===== src/tpac_pkg.sv =====
// Constants, register map and types shared by the teleprinter autostart control block
package tpac_pkg;

   // Clock rate and millisecond tick
   localparam int CLK_HZ       = 25_000_000;                 // System clock rate
   localparam int TICK_US      = 1000;                       // Tick period in microseconds
   localparam int TICK_CYCLES  = (CLK_HZ / 1_000_000) * TICK_US; // Cycles per tick
   localparam int TICK_W       = 16;                         // Tick divider width

   // Millisecond counters share one width
   localparam int MS_W         = 16;                         // Millisecond counter width

   // Durations in milliseconds
   localparam logic [MS_W-1:0] MOTOR_OFF_MS = 16'h4E20;     // 20 s without signal
   localparam logic [MS_W-1:0] RESP_FAST_MS = 16'h05DC;     // 1.5 s response
   localparam logic [MS_W-1:0] RESP_SLOW_MS = 16'h0DAC;     // 3.5 s response
   localparam logic [MS_W-1:0] ANTISPACE_MS = 16'h00FA;     // 250 ms space limit
   localparam logic [MS_W-1:0] QUAL_GAP_MS  = 16'h00C8;     // Longest gap between keying edges
   localparam logic [MS_W-1:0] KOS_HOLD_MS  = 16'h07D0;     // Transmit hang time

   // Avalon-MM register map, byte addresses
   localparam int AV_AW = 4;                                 // Byte address width
   localparam logic [AV_AW-1:0] CTRL_ADDR   = 4'h0;          // Control register
   localparam logic [AV_AW-1:0] STATUS_ADDR = 4'h4;          // Status register

   // Control register fields
   localparam int CTRL_SLOW_BIT = 0;                         // 1 = slow response
   localparam int CTRL_INV_BIT  = 1;                         // 1 = polarity_inverted
   localparam logic [1:0] CTRL_RESET = 2'h0;                 // Fast, polarity_normal

   // Status register fields
   localparam int STAT_VALID_BIT = 0;                        // Signal qualified
   localparam int STAT_MOTOR_BIT = 1;                        // Motor powered
   localparam int STAT_TX_BIT    = 2;                        // Transmit switch on
   localparam int STAT_AS_BIT    = 3;                        // Antispace forcing mark
   localparam int STAT_PRE_BIT   = 4;                        // Pre-qualification data
   localparam int STAT_POST_BIT  = 5;                        // Post-qualification data

   // Bus handshake states
   typedef enum logic {BUS_IDLE, BUS_ACK} tpac_bus_t;

endpackage : tpac_pkg


===== src/tpac_sync.sv =====
// Three-stage pin synchroniser that accepts a change once stages two and three agree
`timescale 1ns/10ps
module tpac_sync #(
   parameter logic RESET_VAL = 1'b0                          // Level held under reset
) (
   input  wire logic mclk,                                   // System clock
   input  wire logic rst,                                    // Async reset, active high
   input  wire logic pin,                                    // Asynchronous pin level
   output logic      level                                   // Clean level
);

   logic s1_r;                                               // First stage, metastable
   logic s2_r;                                               // Second stage
   logic s3_r;                                               // Third stage

   // Shift chain; only s2_r reads s1_r
   always_ff @(posedge mclk or posedge rst)
   begin
      if (rst)
      begin
         s1_r <= RESET_VAL;
         s2_r <= RESET_VAL;
         s3_r <= RESET_VAL;
      end
      else
      begin
         s1_r <= pin;
         s2_r <= s1_r;
         s3_r <= s2_r;
      end
   end

   // Accept a new level only when the two settled stages agree
   always_ff @(posedge mclk or posedge rst)
   begin
      if (rst)
         level <= RESET_VAL;
      else if (s2_r == s3_r)
         level <= s3_r;
   end

endmodule // tpac_sync


===== src/tpac_core.sv =====
// Teleprinter autostart, antispace, keyboard switch and standby control
// Function
// [RL1] Unqualified signal holds printer output at mark
// [RL2] Motor off after twenty seconds without signal
// [RL3] Response time selectable: 1.5 or 3.5 s
// [RL4] Space longer than 250 ms returns to mark
// [RL5] Keyboard or Morse key turns transmit on
// [RL6] Transmit on puts demodulator in standby
// [RL7] Outside equipment may drive keyboard sense input
// [RL8] One polarity select inverts receive and keyer
// [RL9] Separate pre- and post-qualification data outputs
// [RL10] Valid only with sustained keying transitions
`timescale 1ns/10ps
module tpac_core
   import tpac_pkg::*;
#(
   parameter int TICK_CYC = tpac_pkg::TICK_CYCLES            // Cycles per ms tick
) (
   input  wire logic                          mclk,          // 25 MHz clock
   input  wire logic                          rst,           // Async reset, active high
   input  wire logic [tpac_pkg::AV_AW-1:0]    avs_address,   // Byte address
   input  wire logic                          avs_read,      // Read request
   input  wire logic                          avs_write,     // Write request
   input  wire logic [31:0]                   avs_writedata, // Write data
   input  wire logic [3:0]                    avs_byteenable,// Byte lanes
   output logic [31:0]                        avs_readdata,  // Read data
   output logic                               avs_waitrequest, // Stall
   input  wire logic                          slicer_mark,   // Slicer, 1 = mark tone
   input  wire logic                          keyboard_sense,// Keyboard keying activity
   input  wire logic                          morse_ident_key, // Morse key pressed
   input  wire logic                          keyer_data_in, // Tone keyer data in
   output logic                               pre_data,      // Data before autostart
   output logic                               post_data,     // Data after autostart
   output logic                               motor_on,      // Printer motor power
   output logic                               keyboard_transmit_switch, // Transmit on
   output logic                               keyer_data_out // Keyer data after polarity
);
   import tpac_pkg::*;

   localparam logic [TICK_W-1:0] TICK_LAST = TICK_W'(TICK_CYC - 1); // Divider wrap

   // Synchronised pins
   logic slicer_s;                                           // Slicer level
   logic kbd_s;                                              // Keyboard activity
   logic key_s;                                              // Morse key
   logic keyer_s;                                            // Keyer data

   // Control and internal state
   logic [1:0]        ctrl_r;                                // Control register
   logic [TICK_W-1:0] div_r;                                 // Tick divider
   logic              tick_r;                                // One-cycle ms pulse
   logic              rx_mark_r;                             // Polarity and standby applied
   logic              rx_prev_r;                             // Previous rx level
   logic [MS_W-1:0]   gap_ms_r;                              // Time since last edge
   logic [MS_W-1:0]   qual_ms_r;                             // Time of sustained keying
   logic              valid_r;                               // Signal qualified
   logic [MS_W-1:0]   idle_ms_r;                             // Time without valid signal
   logic [MS_W-1:0]   space_ms_r;                            // Current space length
   logic              as_data_r;                             // After antispace
   logic [MS_W-1:0]   kos_ms_r;                              // Time since key activity
   tpac_bus_t         bus_r;                                 // Bus handshake state
   logic [MS_W-1:0]   resp_ms;                               // Selected response time
   logic              inv;                                   // Polarity inverted
   logic              activity;                              // Key activity now

   // Decode of one mapped address
   function automatic logic hit(input logic [AV_AW-1:0] a, input logic [AV_AW-1:0] r);
      hit = (a == r);
   endfunction

   assign inv      = ctrl_r[CTRL_INV_BIT];
   assign resp_ms  = ctrl_r[CTRL_SLOW_BIT] ? RESP_SLOW_MS : RESP_FAST_MS; // [RL3]
   assign activity = kbd_s | key_s;

   // Pin synchronisers; idle slicer reads mark
   tpac_sync #(.RESET_VAL(1'b1)) u_sync_slicer
   (
      .mclk  (mclk),
      .rst   (rst),
      .pin   (slicer_mark),
      .level (slicer_s)
   );
   // Sense input may be driven by outside equipment, so treated as a raw pin
   tpac_sync #(.RESET_VAL(1'b0)) u_sync_kbd                 // [RL7]
   (
      .mclk  (mclk),
      .rst   (rst),
      .pin   (keyboard_sense),
      .level (kbd_s)
   );
   tpac_sync #(.RESET_VAL(1'b0)) u_sync_key
   (
      .mclk  (mclk),
      .rst   (rst),
      .pin   (morse_ident_key),
      .level (key_s)
   );
   tpac_sync #(.RESET_VAL(1'b1)) u_sync_keyer
   (
      .mclk  (mclk),
      .rst   (rst),
      .pin   (keyer_data_in),
      .level (keyer_s)
   );

   // Millisecond tick divider
   always_ff @(posedge mclk or posedge rst)
   begin
      if (rst)
      begin
         div_r  <= '0;
         tick_r <= 1'b0;
      end
      else if (div_r == TICK_LAST)
      begin
         div_r  <= '0;
         tick_r <= 1'b1;
      end
      else
      begin
         div_r  <= div_r + 1'b1;
         tick_r <= 1'b0;
      end
   end

   // Avalon-MM slave: one wait state, then a single cycle with waitrequest low
   always_ff @(posedge mclk or posedge rst)
   begin
      if (rst)
      begin
         bus_r           <= BUS_IDLE;
         avs_waitrequest <= 1'b1;
         avs_readdata    <= '0;
      end
      else
      begin
         case (bus_r)
            BUS_IDLE:
            begin
               if (avs_read || avs_write)
               begin
                  bus_r           <= BUS_ACK;
                  avs_waitrequest <= 1'b0;
                  // Unmapped addresses read as zero
                  avs_readdata    <= '0;
                  if (hit(avs_address, CTRL_ADDR))
                     avs_readdata[1:0] <= ctrl_r;
                  else if (hit(avs_address, STATUS_ADDR))
                     // Antispace flag: receive still in space, cut stage back at mark
                     avs_readdata[5:0] <= {post_data, pre_data, as_data_r & ~rx_mark_r,
                                           keyboard_transmit_switch, motor_on, valid_r};
               end
            end
            BUS_ACK:
            begin
               // Access completes at this edge; stall again
               bus_r           <= BUS_IDLE;
               avs_waitrequest <= 1'b1;
            end
            default:
            begin
               bus_r           <= BUS_IDLE;
               avs_waitrequest <= 1'b1;
            end
         endcase
      end
   end

   // Control register write, taken at the edge with waitrequest low
   always_ff @(posedge mclk or posedge rst)
   begin
      if (rst)
         ctrl_r <= CTRL_RESET;
      else if (avs_write && !avs_waitrequest && hit(avs_address, CTRL_ADDR)
               && avs_byteenable[0])
         ctrl_r <= avs_writedata[1:0];
   end

   // Receive data: polarity, then standby forces mark while transmitting
   always_ff @(posedge mclk or posedge rst)
   begin
      if (rst)
      begin
         rx_mark_r <= 1'b1;
         rx_prev_r <= 1'b1;
      end
      else
      begin
         rx_mark_r <= keyboard_transmit_switch | (slicer_s ^ inv); // [RL6] [RL8]
         rx_prev_r <= rx_mark_r;
      end
   end

   // Keying edge gap; a steady tone or no signal saturates it
   always_ff @(posedge mclk or posedge rst)
   begin
      if (rst)
         gap_ms_r <= QUAL_GAP_MS;
      else if (rx_mark_r != rx_prev_r)
         gap_ms_r <= '0;                                     // [RL10]
      else if (tick_r && gap_ms_r < QUAL_GAP_MS)
         gap_ms_r <= gap_ms_r + 1'b1;
   end

   // Sustained keying time, restarted whenever keying stops
   always_ff @(posedge mclk or posedge rst)
   begin
      if (rst)
         qual_ms_r <= '0;
      else if (gap_ms_r >= QUAL_GAP_MS)
         qual_ms_r <= '0;                                    // [RL10]
      else if (tick_r && qual_ms_r < RESP_SLOW_MS)
         qual_ms_r <= qual_ms_r + 1'b1;
   end

   // Qualification flag; switching speed mid-way applies at once
   always_ff @(posedge mclk or posedge rst)
   begin
      if (rst)
         valid_r <= 1'b0;
      else if (gap_ms_r >= QUAL_GAP_MS)
         valid_r <= 1'b0;                                    // [RL10]
      else if (qual_ms_r >= resp_ms)
         valid_r <= 1'b1;                                    // [RL3]
   end

   // Time without a valid signal, saturating at the limit
   always_ff @(posedge mclk or posedge rst)
   begin
      if (rst)
         idle_ms_r <= MOTOR_OFF_MS;
      else if (valid_r)
         idle_ms_r <= '0;
      else if (tick_r && idle_ms_r < MOTOR_OFF_MS)
         idle_ms_r <= idle_ms_r + 1'b1;
   end

   // Motor power: on with a valid signal, off after the idle limit
   always_ff @(posedge mclk or posedge rst)
   begin
      if (rst)
         motor_on <= 1'b0;
      else if (valid_r)
         motor_on <= 1'b1;
      else if (idle_ms_r >= MOTOR_OFF_MS)
         motor_on <= 1'b0;                                   // [RL2]
   end

   // Space length; held at the limit until mark returns
   always_ff @(posedge mclk or posedge rst)
   begin
      if (rst)
         space_ms_r <= '0;
      else if (rx_mark_r)
         space_ms_r <= '0;
      else if (tick_r && space_ms_r < ANTISPACE_MS)
         space_ms_r <= space_ms_r + 1'b1;
   end

   // Antispace: long space is cut back to mark
   always_ff @(posedge mclk or posedge rst)
   begin
      if (rst)
         as_data_r <= 1'b1;
      else
         as_data_r <= rx_mark_r | (space_ms_r >= ANTISPACE_MS); // [RL4]
   end

   // Data outputs before and after qualification
   always_ff @(posedge mclk or posedge rst)
   begin
      if (rst)
      begin
         pre_data  <= 1'b1;
         post_data <= 1'b1;
      end
      else
      begin
         pre_data  <= as_data_r;                             // [RL9]
         post_data <= valid_r ? as_data_r : 1'b1;            // [RL1] [RL9]
      end
   end

   // Transmit hang timer restarts on every key activity
   always_ff @(posedge mclk or posedge rst)
   begin
      if (rst)
         kos_ms_r <= KOS_HOLD_MS;
      else if (activity)
         kos_ms_r <= '0;
      else if (tick_r && kos_ms_r < KOS_HOLD_MS)
         kos_ms_r <= kos_ms_r + 1'b1;
   end

   // Transmit switch; hang time keeps it from chattering between characters
   always_ff @(posedge mclk or posedge rst)
   begin
      if (rst)
         keyboard_transmit_switch <= 1'b0;
      else
         keyboard_transmit_switch <= activity | (kos_ms_r < KOS_HOLD_MS); // [RL5]
   end

   // Keyer data follows the same polarity select
   always_ff @(posedge mclk or posedge rst)
   begin
      if (rst)
         keyer_data_out <= 1'b1;
      else
         keyer_data_out <= keyer_s ^ inv;                    // [RL8]
   end

   // Checks
   a_hold_mark: assert property (@(posedge mclk) disable iff (rst) // [RL1]
      !valid_r |=> post_data)
      else $error("post data not held at mark without valid signal");

   a_motor_off: assert property (@(posedge mclk) disable iff (rst) // [RL2]
      (!valid_r && idle_ms_r >= MOTOR_OFF_MS) |=> !motor_on)
      else $error("motor still on after idle limit");

   a_qual_time: assert property (@(posedge mclk) disable iff (rst) // [RL3]
      $rose(valid_r) |-> $past(qual_ms_r) >= $past(resp_ms))
      else $error("signal qualified before response time");

   a_space_limit: assert property (@(posedge mclk) disable iff (rst) // [RL4]
      (space_ms_r >= ANTISPACE_MS) |=> as_data_r ##1 pre_data)
      else $error("space not cut back to mark");

   a_tx_on_key: assert property (@(posedge mclk) disable iff (rst) // [RL5]
      activity |=> keyboard_transmit_switch)
      else $error("transmit switch not on with key activity");

   a_standby_mark: assert property (@(posedge mclk) disable iff (rst) // [RL6]
      keyboard_transmit_switch |=> rx_mark_r)
      else $error("receive path not in standby while transmitting");

   a_keyer_polarity: assert property (@(posedge mclk) disable iff (rst) // [RL8]
      !$past(rst) |-> keyer_data_out == ($past(keyer_s) ^ $past(inv)))
      else $error("keyer polarity wrong");

   a_pre_output: assert property (@(posedge mclk) disable iff (rst) // [RL9]
      !$past(rst) |-> pre_data == $past(as_data_r))
      else $error("pre data does not follow antispace stage");

   a_steady_invalid: assert property (@(posedge mclk) disable iff (rst) // [RL10]
      (gap_ms_r >= QUAL_GAP_MS) |=> !valid_r)
      else $error("valid without keying transitions");

endmodule // tpac_core


===== config.mk =====
export PLATFORM = sky130hd
export DESIGN_NAME = tpac_core
export DESIGN_NICKNAME = d
export VERILOG_FILES = /design/src/tpac_pkg.sv /design/src/tpac_sync.sv /design/src/tpac_core.sv
export SDC_FILE = /design/constraint.sdc
export NUM_CORES = 1
export LEC_CHECK = 0
export ABC_AREA = 1
export BUFFER_PORTS_ARGS = -buffer_cell sky130_fd_sc_hd__buf_2
export CAP_MARGIN = 20
export CELL_PAD_IN_SITES_DETAIL_PLACEMENT = 1
export CELL_PAD_IN_SITES_GLOBAL_PLACEMENT = 1
export CORE_MARGIN = 1.5
export CORE_UTILIZATION = 43
export DETAILED_ROUTE_END_ITERATION = 8
export PLACE_DENSITY = 0.78
export SLEW_MARGIN = 30
export SYNTH_ARGS = -nofsm -noshare
export SYNTH_HDL_FRONTEND = slang
export SYNTH_HIERARCHICAL = 1
export SYNTH_SLANG_ARGS = --single-unit

===== constraint.sdc =====
create_clock -name mclk -period 4.8 [get_ports mclk]
set_clock_uncertainty 0.2 [all_clocks]
set_input_delay 0.72 -clock mclk [delete_from_list [all_inputs] [get_ports mclk]]
set_output_delay 0.72 -clock mclk [all_outputs]
set_load 0.02 [all_outputs]

==> impl_metrics.tcl <==
set metrics [dict create \
    die_h_um 130 \
    ys_ff_latch 132 \
    dr.pass1.iters 4 \
    irDropWorstVdd_mv 0.254 \
    grt_pass1_wl_um 27700 \
    diodes 0 \
    place_area_sq_um 7110 \
    clk_pin_slew_ns 0.06 \
    h-tree-depth 4 \
    numCtsBuffers 17 \
    worst-path-buf-inv 1 \
    wl_um 16100 \
    start_util 0.437 \
    crit_chain "o21ai_1 > nor2_1 > nand2_1 > inv_1 > nand4_1 > nand2_1" \
    worst_ep_required_time_ns 4.96 \
    ys.flop_type "dfrtp_1" \
    clock_path_buffers 2 \
    worst_path_largest_cell_delay_ns 0.69 \
    initialDrtViolationCount 289 \
    cap_violations 0 \
    cp_max_fo 11 \
    ioPinCount 86 \
    io_buffers 26 \
    start_kind "flip-flop" \
    ctsHoldBuffers 0 \
    root_buffer "clkbuf_16" \
    worst_hold_slack_ns 0.0381 \
    postRouteAntennaNets 0 \
    gr-total-overflow 0 \
    fin_crit_ns 2.35 \
    worst_slew_pin_slew_ns 0.824 \
    register_area_sq_um 3340 \
    syn2layout_area_growth_pct 12.2 \
    rr_endpoint "qual_ms_r[11]" \
    synthArstFlopShare 1.00 \
    die_area_sq_um 16800 \
    numClockSinks 132 \
    rsz0062_at_grt "false" \
    num_rows 46 \
    cp_common_cell "nand2_1" \
    cts_resized 0 \
    first_global_vias 5798 \
    power.density_nw_per_um2 346 \
    antenna_found_initial 0 \
    hold_viol_final 0 \
    syn_avg_cell_area_sq_um 8.09 \
    cpLargestDelayFamily "simple AND/OR/NAND/NOR gates" \
    clock_latency_ns 0.43 \
    total_power_uw 2680 \
    mostFrequentLayoutCell "nand2_1" \
    setup_violations 0 \
    arrival_ns 2.51 \
    rr_worst_depth 6 \
    drive_above_1_share 0.145 \
    num-nets-final 944 \
    syn_area_sq_um 6890 \
    multi_input_area_sq_um 2830 \
    postCtsSetupRepairBufs 0 \
    vias 5423 \
    yosysWarnings 6 \
    avgViaCountPerCell 4.88 \
    ys_seq_area_frac 0.484 \
    slew_violations 0 \
    fmax_mhz 426 \
    instances_no_fill 1111 \
    layout_common_cells "172 x nand2_1, 129 x inv_1, 114 x nor2_1" \
    cp_slowest_cell "dfrtp_1" \
    grt_start_max_net_pins 68 \
    remaining_drc_errors 0 \
    min_period_over_period 0.489 \
    cp-end-kind "flip-flop" \
    critPathKind "flip-flop to flip-flop" \
    wire_per_inst_um 14.5 \
    min_path_type "primary input to async pin" \
    die_x_um 130 \
    gp_congestion 0.794 \
    r2r-start "tick_r" \
    fillCellCount 2000 \
    synth_cell_type_count 37 \
    dp.cells 1079 \
    cts_tree "built" \
    stdcell_area_sq_um 7730 \
    detailed_place_hpwl_um 11000 \
    postSynthCellCount 852 \
    setup_tns_ns 0 \
    status "completed" \
    slew_headroom 0.448 \
    r2r_slack_ns 2.45 \
    grt_usage 0.213 \
    synth_edf_count 0 \
    power_leakage_uw 0.00380 \
    core_area_sq_um 15800 \
]
==> power by group <==
group,switching (uW),internal [uW],total (uW)
clock network,504,880,1380
registers,19.3,1150,1170
logic,98.8,27.9,127
total,622,2050,2680
==> flip-flops by register name, summed over array words and instances (netlist names), 2 cells and up <==
| signal | flops |
|---|---|
| idle_ms_r | 16 |
| avs_readdata | 6 |
| gap_ms_r | 16 |
| qual_ms_r | 16 |
| space_ms_r | 16 |
| div_r | 16 |
| kos_ms_r | 16 |
| ctrl_r | 2 |
==> per-stage QoR <==
step,util,setup slack (ns)
6_report,0.490,2.45
2_1_floorplan,-,0.842
3_3_place_gp,0.451,2.50
3_5_place_dp,0.451,2.44
5_1_grt,0.490,2.22
4_1_cts,0.490,2.43
==> area by class of cell <==
type | count | area share
multi-input cells | 564 | 0.365
clock inverters | 13 | 0.0236
clock buffers | 19 | 0.0573
inverters | 139 | 0.0681
repair buffers | 28 | 0.0188
well taps | 216 | 0.0349
flip-flops and latches | 132 | 0.432
==> routing by layer <==
metal / track usage / wire length [um] / vias to the layer above
met2: 0.371 / 8120 / 51
met4: 0.0712 / 189 / 0
li1: - / - / 2703
met3: 0.0483 / 420 / 16
met5: 0 / 0 / -
met1: 0.260 / 7330 / 2653
==> cell families after synthesis <==
kind of cell,synth area share
adder cells (fa/ha/maj),0.0254
flip-flops,0.484
AND/OR/NAND/NOR,0.292
AO/OA/AOI/OAI,0.0428
other,0.000544
XOR/XNOR,0.0358
buffers and inverters,0.119
==> cell usage after synthesis, drive strengths merged, types with 4 or more instances <==
cell | n | share of area
dfstp | 29 | 0.11
xor2 | 23 | 0.029
nand4 | 46 | 0.044
ha | 14 | 0.025
clkbuf | 6 | 0.0034
buf | 36 | 0.040
nand2 | 180 | 0.10
a21oi | 13 | 0.0094
inv | 139 | 0.076
o21ai | 37 | 0.031
or2 | 4 | 0.0036
nand3 | 76 | 0.057
nor2 | 120 | 0.069
nor3 | 15 | 0.012
dfrtp | 103 | 0.37
==> worst max-delay path by stage <==
stage,depth (start not counted),end,start
final,6,qual_ms_r[11],tick_r
after global routing,6,qual_ms_r[11],tick_r
after CTS,6,qual_ms_r[11],tick_r
after detailed placement,6,qual_ms_r[11],tick_r
after global placement,6,qual_ms_r[11],tick_r
after floorplan,1,avs_readdata[0],rst
(Power assumes the default switching activity.)
